File: config.mk
export PLATFORM = sky130hd
export DESIGN_NAME = id_link_master
export DESIGN_NICKNAME = d
export VERILOG_FILES = /design/src/common/id_link_pkg.sv /design/src/id_link_master.sv /design/src/line_slot_engine.sv
export VERILOG_INCLUDE_DIRS = /design/src /design/src/common
export SDC_FILE = /design/constraint.sdc
export NUM_CORES = 1
export LEC_CHECK = 0
export BUFFER_PORTS_ARGS = -buffer_cell sky130_fd_sc_hd__buf_4
export CAP_MARGIN = 10
export CORE_ASPECT_RATIO = 1.25
export CORE_MARGIN = 2
export CORE_UTILIZATION = 50
export DETAILED_ROUTE_END_ITERATION = 6
export GPL_ROUTABILITY_DRIVEN = 1
export HOLD_SLACK_MARGIN = 0.15
export PLACE_DENSITY = 0.68
export SLEW_MARGIN = 20
export SYNTH_ARGS = -nofsm -noshare
export SYNTH_HDL_FRONTEND = slang
export SYNTH_SLANG_ARGS = --single-unit
File: constraint.sdc
create_clock -name i_ref_clk -period 3.9 [get_ports i_ref_clk]
set_input_delay 0.39 -clock i_ref_clk [delete_from_list [all_inputs] [get_ports i_ref_clk]]
set_output_delay 0.39 -clock i_ref_clk [all_outputs]
set_load 0.03 [all_outputs]
File: src/common/id_link_regs.svh
// Timing counts and command codes for the single-line ID link master
`ifndef ID_LINK_REGS_SVH
`define ID_LINK_REGS_SVH

`define CLK_MHZ           250
`define T_RST_LOW_US      480
`define T_RST_HIGH_US     480
`define T_PDH_MAX_US      60
`define T_PDL_MIN_US      60
`define T_SAMPLE_PD_US    70
`define T_SLOT_US         65
`define T_LOW1_US         6
`define T_LOW0_US         60
`define T_RD_SAMPLE_US    12
`define T_REC_US          5
`define CYC(us)           ((us) * `CLK_MHZ)
`define CMD_READ_ROM      8'h33
`define CMD_READ_ROM_OLD  8'h0F
`define CMD_MATCH_ROM     8'h55
`define CMD_SKIP_ROM      8'hCC
`define CMD_SEARCH_ROM    8'hF0
`define ID_BITS           64
`define CMD_BITS          8
`define CRC_POLY          8'h8C

`endif

File: src/common/id_link_pkg.sv
// Types shared by the ID link master
package id_link_pkg;

  typedef enum logic [1:0] {
    SLOT_RESET,
    SLOT_WRITE0,
    SLOT_WRITE1,
    SLOT_READ
  } slot_kind_t;

  typedef struct packed {
    logic       valid;
    slot_kind_t kind;
  } slot_req_t;

  typedef struct packed {
    logic done;
    logic bit_val;
  } slot_rsp_t;

  typedef struct packed {
    logic [7:0]  family;
    logic [47:0] serial;
    logic [7:0]  crc;
  } rom_id_t;

endpackage : id_link_pkg

File: src/id_link_master.sv
// Bus master that reads the 64-bit identification word over one wire
// Summary of operation
// Device word: family, 48-bit serial, check
// Bits travel least significant first
// Every slot starts with master falling edge
// Only pull low or release, never high
// Pauses leave the line released high
// Low over 120 us resets devices
// Order: reset, command byte, then data
// Reset pulse answered by presence pulse
// Exactly one eight-bit command after presence
// 33h or 0Fh returns whole word
// Read command only with single slave
// 55h or CCh silences device until reset
// Ignoring device never pulls the line
// Slots no faster than 16.3 kbit/s
// Reset 480 us; presence after 15-60 us
// Write sampled after delay; read zero held
// Search: bit, complement, then chosen bit
// Check CRC x^8+x^5+x^4+1 over 56 bits
// Unknown command silences device until reset
// Reset at any point restarts the handshake
`include "id_link_regs.svh"
module id_link_master #(
  parameter int unsigned US_CYC       = `CLK_MHZ,
  parameter int unsigned RST_LOW_CYC  = `T_RST_LOW_US * US_CYC,
  parameter int unsigned RST_HIGH_CYC = `T_RST_HIGH_US * US_CYC,
  parameter logic [7:0]  READ_CMD     = `CMD_READ_ROM
) (
  input  wire logic                 i_ref_clk,
  input  wire logic                 i_rst_n,
  input  wire logic                 i_start,
  input  wire logic                 i_line_in,
  output logic                      o_line_out,
  output logic                      o_line_oe,
  output logic                      o_busy,
  output logic                      o_done,
  output logic                      o_present,
  output logic                      o_crc_ok,
  output id_link_pkg::rom_id_t      o_rom_id
);

  typedef enum logic [2:0] {
    ST_IDLE,
    ST_RESET,
    ST_CMD,
    ST_DATA,
    ST_FINISH
  } state_t;

  // ------------------------------------------------------------
  // Line input synchroniser
  // ------------------------------------------------------------
  logic line_s1_q, line_s2_q;
  always_ff @(posedge i_ref_clk) begin
    if (!i_rst_n) begin
      line_s1_q <= 1'b1;
      line_s2_q <= 1'b1;
    end else begin
      line_s1_q <= i_line_in;
      line_s2_q <= line_s1_q;
    end
  end

  id_link_pkg::slot_req_t req_q, req_d;
  id_link_pkg::slot_rsp_t rsp;
  logic                   eng_oe;

  line_slot_engine #(
    .US_CYC       (US_CYC),
    .RST_LOW_CYC  (RST_LOW_CYC),
    .RST_HIGH_CYC (RST_HIGH_CYC)
  ) u_slot (
    .i_ref_clk (i_ref_clk),
    .i_rst_n   (i_rst_n),
    .i_req     (req_q),
    .i_line    (line_s2_q),
    .o_line_oe (eng_oe),
    .o_rsp     (rsp)
  );

  // ------------------------------------------------------------
  // Transaction sequencer
  // ------------------------------------------------------------
  state_t      st_q, st_d;
  logic [6:0]  bit_cnt_q, bit_cnt_d;
  logic [63:0] shift_q, shift_d;
  logic [7:0]  crc_q, crc_d;
  logic        wait_q, wait_d;
  logic        present_q, present_d;
  logic        done_q, done_d;
  logic        crc_ok_q, crc_ok_d;
  logic        busy_q, busy_d;
  logic        oe_q;
  logic        crc_fb;

  assign crc_fb = crc_q[0] ^ rsp.bit_val;

  always_comb begin
    st_d      = st_q;
    bit_cnt_d = bit_cnt_q;
    shift_d   = shift_q;
    crc_d     = crc_q;
    wait_d    = wait_q;
    present_d = present_q;
    done_d    = 1'b0;
    crc_ok_d  = crc_ok_q;
    req_d     = '0;
    unique case (st_q)
      ST_IDLE: begin
        if (i_start) begin
          st_d      = ST_RESET;
          req_d     = '{valid: 1'b1, kind: id_link_pkg::SLOT_RESET};
          wait_d    = 1'b1;
          present_d = 1'b0;
          crc_ok_d  = 1'b0;
        end
      end
      ST_RESET: begin
        if (rsp.done) begin
          present_d = rsp.bit_val;
          bit_cnt_d = '0;
          wait_d    = 1'b0;
          st_d      = rsp.bit_val ? ST_CMD : ST_FINISH;
        end
      end
      ST_CMD: begin
        if (!wait_q) begin
          // Read command only, low bit first; single slave, no search
          req_d.valid = 1'b1;
          req_d.kind  = READ_CMD[bit_cnt_q[2:0]] ?
                        id_link_pkg::SLOT_WRITE1 :
                        id_link_pkg::SLOT_WRITE0;
          wait_d = 1'b1;
        end else if (rsp.done) begin
          wait_d    = 1'b0;
          bit_cnt_d = bit_cnt_q + 7'd1;
          if (bit_cnt_q == 7'(`CMD_BITS - 1)) begin
            bit_cnt_d = '0;
            crc_d     = '0;
            st_d      = ST_DATA;
          end
        end
      end
      ST_DATA: begin
        if (!wait_q) begin
          req_d  = '{valid: 1'b1, kind: id_link_pkg::SLOT_READ};
          wait_d = 1'b1;
        end else if (rsp.done) begin
          wait_d    = 1'b0;
          shift_d   = {rsp.bit_val, shift_q[63:1]};
          bit_cnt_d = bit_cnt_q + 7'd1;
          if (bit_cnt_q < 7'd56)
            crc_d = {1'b0, crc_q[7:1]} ^
                    (crc_fb ? `CRC_POLY : 8'h00);
          if (bit_cnt_q == 7'(`ID_BITS - 1))
            st_d = ST_FINISH;
        end
      end
      ST_FINISH: begin
        crc_ok_d = present_q && (shift_q[63:56] == crc_q);
        done_d   = 1'b1;
        st_d     = ST_IDLE;
      end
      default: st_d = ST_IDLE;
    endcase
    busy_d = st_d != ST_IDLE;
  end

  always_ff @(posedge i_ref_clk) begin
    if (!i_rst_n) begin
      st_q      <= ST_IDLE;
      bit_cnt_q <= '0;
      shift_q   <= '0;
      crc_q     <= '0;
      wait_q    <= 1'b0;
      present_q <= 1'b0;
      done_q    <= 1'b0;
      crc_ok_q  <= 1'b0;
      req_q     <= '0;
      oe_q      <= 1'b0;
      busy_q    <= 1'b0;
    end else begin
      st_q      <= st_d;
      bit_cnt_q <= bit_cnt_d;
      shift_q   <= shift_d;
      crc_q     <= crc_d;
      wait_q    <= wait_d;
      present_q <= present_d;
      done_q    <= done_d;
      crc_ok_q  <= crc_ok_d;
      req_q     <= req_d;
      oe_q      <= eng_oe;
      busy_q    <= busy_d;
    end
  end

  // Open drain: data low constant, only enable moves
  assign o_line_out = 1'b0;
  assign o_line_oe  = oe_q;
  assign o_busy     = busy_q;
  assign o_done     = done_q;
  assign o_present  = present_q;
  assign o_crc_ok   = crc_ok_q;
  assign o_rom_id   = {shift_q[7:0], shift_q[55:8], shift_q[63:56]};

endmodule : id_link_master

File: src/line_slot_engine.sv
// Timed slot generator for the open-drain line: reset, write and read slots
`include "id_link_regs.svh"
module line_slot_engine #(
  parameter int unsigned US_CYC       = `CLK_MHZ,
  parameter int unsigned RST_LOW_CYC  = `T_RST_LOW_US * US_CYC,
  parameter int unsigned RST_HIGH_CYC = `T_RST_HIGH_US * US_CYC
) (
  input  wire logic                  i_ref_clk,
  input  wire logic                  i_rst_n,
  input  wire id_link_pkg::slot_req_t i_req,
  input  wire logic                  i_line,
  output logic                       o_line_oe,
  output id_link_pkg::slot_rsp_t     o_rsp
);

  localparam int unsigned CW = 20;
  localparam logic [CW-1:0] C_RST_LOW  = CW'(RST_LOW_CYC);
  localparam logic [CW-1:0] C_RST_END  = CW'(RST_LOW_CYC + RST_HIGH_CYC);
  // Cycles per microsecond is a parameter so a fast bench can shrink time
  localparam logic [CW-1:0] C_PD_SMP   =
    CW'(RST_LOW_CYC + `T_SAMPLE_PD_US * US_CYC);
  localparam logic [CW-1:0] C_LOW1     = CW'(`T_LOW1_US * US_CYC);
  localparam logic [CW-1:0] C_LOW0     = CW'(`T_LOW0_US * US_CYC);
  localparam logic [CW-1:0] C_RD_SMP   = CW'(`T_RD_SAMPLE_US * US_CYC);
  localparam logic [CW-1:0] C_SLOT_END =
    CW'((`T_SLOT_US + `T_REC_US) * US_CYC);

  logic                     busy_q, busy_d;
  id_link_pkg::slot_kind_t  kind_q, kind_d;
  logic [CW-1:0]            cnt_q, cnt_d;
  logic                     oe_q, oe_d;
  logic                     bit_q, bit_d;
  logic                     done_q, done_d;

  // ------------------------------------------------------------
  // Slot timing
  // ------------------------------------------------------------
  always_comb begin
    busy_d = busy_q;
    kind_d = kind_q;
    cnt_d  = cnt_q;
    oe_d   = 1'b0;
    bit_d  = bit_q;
    done_d = 1'b0;
    if (!busy_q) begin
      if (i_req.valid) begin
        busy_d = 1'b1;
        kind_d = i_req.kind;
        cnt_d  = '0;
        oe_d   = 1'b1;
      end
    end else begin
      cnt_d = cnt_q + CW'(1);
      unique case (kind_q)
        id_link_pkg::SLOT_RESET:  oe_d = cnt_q < C_RST_LOW - CW'(1);
        id_link_pkg::SLOT_WRITE0: oe_d = cnt_q < C_LOW0 - CW'(1);
        id_link_pkg::SLOT_WRITE1: oe_d = cnt_q < C_LOW1 - CW'(1);
        id_link_pkg::SLOT_READ:   oe_d = cnt_q < C_LOW1 - CW'(1);
      endcase
      // Presence sampled mid-window; read sampled before data valid ends
      if (kind_q == id_link_pkg::SLOT_RESET && cnt_q == C_PD_SMP)
        bit_d = !i_line;
      if (kind_q == id_link_pkg::SLOT_READ && cnt_q == C_RD_SMP)
        bit_d = i_line;
      if ((kind_q == id_link_pkg::SLOT_RESET) ? cnt_q == C_RST_END
                                              : cnt_q == C_SLOT_END) begin
        busy_d = 1'b0;
        done_d = 1'b1;
      end
    end
  end

  always_ff @(posedge i_ref_clk) begin
    if (!i_rst_n) begin
      busy_q <= 1'b0;
      kind_q <= id_link_pkg::SLOT_RESET;
      cnt_q  <= '0;
      oe_q   <= 1'b0;
      bit_q  <= 1'b0;
      done_q <= 1'b0;
    end else begin
      busy_q <= busy_d;
      kind_q <= kind_d;
      cnt_q  <= cnt_d;
      oe_q   <= oe_d;
      bit_q  <= bit_d;
      done_q <= done_d;
    end
  end

  assign o_line_oe   = oe_q;
  assign o_rsp.done  = done_q;
  assign o_rsp.bit_val = bit_q;

endmodule : line_slot_engine

---- Word-level counts from Yosys, hierarchy flattened ----
Memory sizes are Yosys's and may differ from the RTL's. A register that Yosys moved wholly into a read port is not among the register bits.
Cells that the tools add are included.
cells by class
  $add $sub $neg .......................... 2
  $lt $le $gt $ge ......................... 5
  equal/unequal tests ..................... 22
  mux-type cells .......................... 54
  bitwise logic cells ..................... 3
  reduce and logical (&&, ||, !) cells .... 25
operators by type and width
  cell                     count
  $mux W8                  7
  $mux W3                  14
  $mux W7                  6
  $eq A20 B18 Y1 const B   2
  $mux W20                 2
  $pmux W7 S3              1
  $add A20 B1 Y20 const B  1
  $eq A20 B12 Y1 const B   1
  $eq A20 B15 Y1 const B   1
  $lt A20 B11 Y1 const B   1
  $lt A20 B14 Y1 const B   1
  $lt A20 B17 Y1 const B   1
  $mux W1                  16
  $pmux W8 S2              1
  $pmux W3 S4              1
  $ne A2 B2 Y1 const B     5
  $reduce_bool A2 Y1       5
  $pmux W3 S3              1
  $reduce_and A3 Y1        3
  $reduce_bool A3 Y1       3
  $eq A8 B8 Y1             1
  $reduce_and A2 Y1        4
  $xor A7 B8 Y8            1
  $add A7 B1 Y7 const B    1
  other kinds (22)         31
storage, ports and cells
  bits in registers ....................... 119
  memory bits (read-only) ................. 8
  input port bits ......................... 4
  output and inout bits ................... 70
  logic and storage cells ................. 132
  memories ................................ 1
memory list
  memory           depth  width  rd ports  clocked after Yosys merged registers in  wr ports  RTL line               text
  (no name shown)  8      1      1         1                                        0         id_link_master.sv:131  req_d.kind = READ_CMD[bit_cnt_q[2:0]] ?

---- Longest topological paths before layout ----
  word-level depth ........................ 7
  mapped depth ............................ 7
  gate-level depth less buffers ........... 6

---- Modules after synthesis ----
A second synthesis with hierarchy kept.
second synthesis, totals
  cell total of the unflattened synthesis .. 632
  area, all modules ....................... 5489.0 µm²
modules (own cells, without submodules)
  module            times used  cells an instance  area an instance (µm²)  sequential area each (µm²)
  id_link_master    1           435                3831.2                  1881.8
  line_slot_engine  1           197                1657.8                  520.5

---- Least setup slack after synthesis ----
No wires, ideal clock.
  path type ............................... reg2reg
  start point ............................. reg u_slot.cnt_q[11]
  end point ............................... reg u_slot.done_q
  library setup time ...................... 60 ps
  arrival time ............................ 1824 ps
  required time ........................... 3840 ps
  slack ................................... 2016 ps
  stages on the path, launching flop included .. 7
  path buffers ............................ 1
  period minus slack after synthesis ...... 1884 ps
  cell sequence ........................... dfxtp_1 buf_6 nand2b_4 or3_1 or4_4 a2111oi_2 and2_1
between the ends
  word-level cells in the longest chain between the ends .. 3
  elaborated cells between the ends (all ways) .. 4
  those cells by class .................... eq/ne: 2; mux: 2
ends and longest elaborated chain
  what                                              RTL line                                        text
  start, declared                                   line_slot_engine.sv:30                          logic [CW-1:0] cnt_q, cnt_d;
  start signal, assigned                            line_slot_engine.sv:84                          cnt_q <= cnt_d;
  $eq A20 B15 Y1 or $eq A20 B18 Y1 (tied branches)  line_slot_engine.sv:66, line_slot_engine.sv:65
  $mux W1 (*) (2 in series)                         line_slot_engine.sv:65                          if ((kind_q == id_link_pkg::SLOT_RESET) ? cnt_q == C_RST_END
  end signal, assigned                              line_slot_engine.sv:87                          done_q <= done_d;
  end, declared                                     line_slot_engine.sv:33                          logic done_q, done_d;
Mark *: on every way between the ends. The rest lies on a longest branch, timed or not.
A chain may end at the register's enable or synchronous reset.

---- Final worst setup path ----
  start point ............................. reg st_q[1]
  end point ............................... reg shift_q[24]
between the ends
  word-level cells in the longest chain between the ends .. 2
ends and longest elaborated chain
  what                         RTL line               text
  start, declared              id_link_master.sv:85   state_t st_q, st_d;
  start signal, assigned       id_link_master.sv:184  st_q <= st_d;
  $eq A3 B2 Y1                 id_link_master.sv:109  unique case (st_q)
  $reduce_and A3 Y1 (no line)  --
  end signal, assigned         id_link_master.sv:186  shift_q <= shift_d;
  end, declared                id_link_master.sv:87   logic [63:0] shift_q, shift_d;
Every way passes these cells.

==> run metrics <==
status finished clean; setup ws final around 1600 ps; # rows 42; max cap viols 0; Hold Startpoint i_line_in; Crit Path Category reg2reg; CTS Root Cell clkbuf_16; Crit. End Element flip-flop; post-synthesis sequential area ratio 0.451; synth unique cells 55; Die Footprint between 0.01 and 0.015 mm²; worst r2r src st_q[1]; Most common cell on crit path nand2_1; required time worst endpoint roughly 4200 ps; Layout area overhead 21.5%; P per Cell Area between 400 and 500 mW/mm²; Remaining DRCs 0; post-CTS resize count 0; Nets roughly 700; top-area cell type share of the netlist area 0.451; Sw Ratio 0.224; Slew headroom 0.418; first-pass GRT wire length 19.5 mm; IO Count 74; antenna cells 0; highest clock rate 0.428 GHz; H-tree depth 4; DP HPWL ~7.6 mm; Arr. time, crit path 2660 ps; largest area contributor in the netlist dfxtp_1; clk_lat worst skew slightly above 400 ps; final cell count without fillers 834; CP Launch Type flip-flop; Via Count 4444; Placed Instance Area approximately 0.0059 mm²; largest net degree at the start of global routing between 70 and 80; Hold Path Cell Cnt 2; Clock transition at path regs 60 ps; wire length on met1 approximately 5 mm; worst stage delay on the critical path ~520 ps; Post-CTS Setup Bufs 0; RePlAce Congestion around 0.91; final hold violations 0; Worst setup startpoint st_q[1]; YS warnings 0; period utilisation layout 0.599; DR WL/cell approximately 14 µm; CP Buf/Inv Count 1; Critical Path Stages 6; internal cell power between 0.002 and 0.0025 W; vias in the first global route 4206; CP Max Fanout 64; CP max-delay cell buf_4; layout cells sized above 1 0.174; DR WL met2 about 5.7 mm; Synth Instances 640; Post-Syn Area per Cell approximately 8.3 µm²; CP Cell Sequence nor2b_1, nand2_1, nor2_4, buf_4, nand2_1, a21boi_0; aggregate negative setup slack 0 ps; CTS tree done; remaining antenna violation count 0; initial antenna violation count 0; Max Root-Sink Buffers 2; critical path's top delay family simple AND/OR/NAND/NOR gates; overall global routing resource usage 0.213; Area contributors post-synth dfxtp_1, nand2_1, a21boi_0; Switch Pwr between 0.0006 and 0.0007 W; Starting Density 0.507; Synth Flop Type dfxtp_1; Design Area, Final roughly 0.0065 mm²; mapped cell area about 0.0053 mm²; Layout Utilization 0.616; Core Area 0.0105 mm²; Max Slew Vio Count 0; Peak VDD IR roughly 0.33 mV; Met3 Routed Length ~570 µm; worst slew pin tran between 800 and 900 ps; Register-to-Register Path Depth 6; Die W roughly 96 µm; Leakage between 2 and 2.5 nW; Die Y 119 µm; hold buffer count at cts 0; combinational share of power 0.022; Final min period around 2300 ps; placed insts about 800; clk_skew 8.34 ps; Total Routed Length about 12 mm; via-per-instance ratio approximately 5.3; clock share of power 0.542; EDFF count, synth 0; Async S/R FF share, synth 0; DRT Pass-1 Iters 4; register share of total power 0.437; CP Capture Point shift_q[24]; total CTS buffers 17; Finish-stage setup viols 0; Iter 0 DRT Violations about 150; R2R setup slack 1560 ps; Top Layer Used met4; total grt overflow 0; RSZ-0062 raised after global routing no; dpl ws approximately 1600 ps; hold crit path type in2reg; R2R Path End shift_q[24]; Syn Nets between 600 and 700; Clock Sinks 120; port buffer count between 70 and 80; Seq cells post-synth 120
[worst min path at each step]
stage                            to
after floorplan           line_s2_q
after global placement    o_line_oe
after detailed placement  o_line_oe
after CTS                 line_s1_q
after global routing      line_s1_q
final                     line_s1_q
[per-stage QoR]
step	total power (W)	hold slack [ps]
5_1_grt	0.00295	176
3_5_place_dp	0.00134	419
6_report	0.00285	165
2_1_floorplan	0.00132	386
4_1_cts	0.00289	153
3_3_place_gp	0.00133	417
[cell usage in the layout (no fill, tap or decap), types with 12 or more instances in the layout]
| master | count |
|---|---|
| dfxtp_1 | 120 |
| a21boi_0 | 68 |
| mux2i_1 | 20 |
| nand2_1 | 167 |
| clkbuf_16 | 17 |
| nor2b_1 | 13 |
| buf_4 | 75 |
| and2_1 | 17 |
| a21oi_1 | 12 |
| o21ai_0 | 14 |
| nor2_1 | 23 |
| nand3_1 | 16 |
[power by group through the flow]
stage	logic (W)	clock network, W	registers, W
6_report	0.0000620	0.00155	0.00125
2_1_floorplan	0.0000522	0	0.00127
5_1_grt	0.0000695	0.00163	0.00125
3_3_place_gp	0.0000624	0	0.00127
3_5_place_dp	0.0000630	0	0.00127
4_1_cts	0.0000632	0.00158	0.00125
[cell type report]
| class | count | area [µm²] |
|---|---|---|
| Fill cell | 928 | 4030 |
| Multi-Input combinational cell | 469 | 2730 |
| Sequential cell | 120 | 2400 |
| Timing Repair Buffer | 75 | 563 |
| Clock buffer | 17 | 425 |
| Clock inverter | 15 | 170 |
| Tap cell | 132 | 165 |
| Inverter | 6 | 22.5 |
[layer usage]
metal	vias to the layer above	global-route usage
met4	0	0.0907
met3	16	0.0696
met1	2085	0.266
met5	-	0
li1	2268	-
met2	75	0.333
[registers in the layout (all words and copies together), names as in the netlist, 2 cells and up, named ones only]
register and cells:
st_q 3, u_slot.kind_q 2, req_q 3, shift_q 64, crc_q 8, u_slot.cnt_q 20, bit_cnt_q 7
[cell usage after synthesis (all sizes together) (2+ instances only)]
master,number
a31oi,3
a2111oi,2
ha,3
nor3b,2
xnor2,8
nand2,167
nand3b,2
o21ai,14
nor3,8
a211o,2
mux2,3
o211ai,4
a21boi,68
o22ai,2
inv,6
and2,17
nor4b,2
nor2b,13
nand4b,3
and3b,2
nor2,24
dfxtp,120
or4,3
xor2,7
mux2i,20
and3,12
nor4,6
buf,8
or3,3
a21oi,13
clkbuf,37
nand2b,9
a211oi,3
o21a,3
or2,3
nand3,17
and4,2
nand4,11
[cells by family after synthesis]
kind of cell,synth area share
AND/OR/NAND/NOR,0.275
AO/OA/AOI/OAI,0.159
flip-flops,0.451
buffers and inverters,0.0392
multiplexers,0.0439
XOR/XNOR,0.0246
adder cells (fa/ha/maj),0.00704
other,0.000704
(Power assumes the default switching activity.)
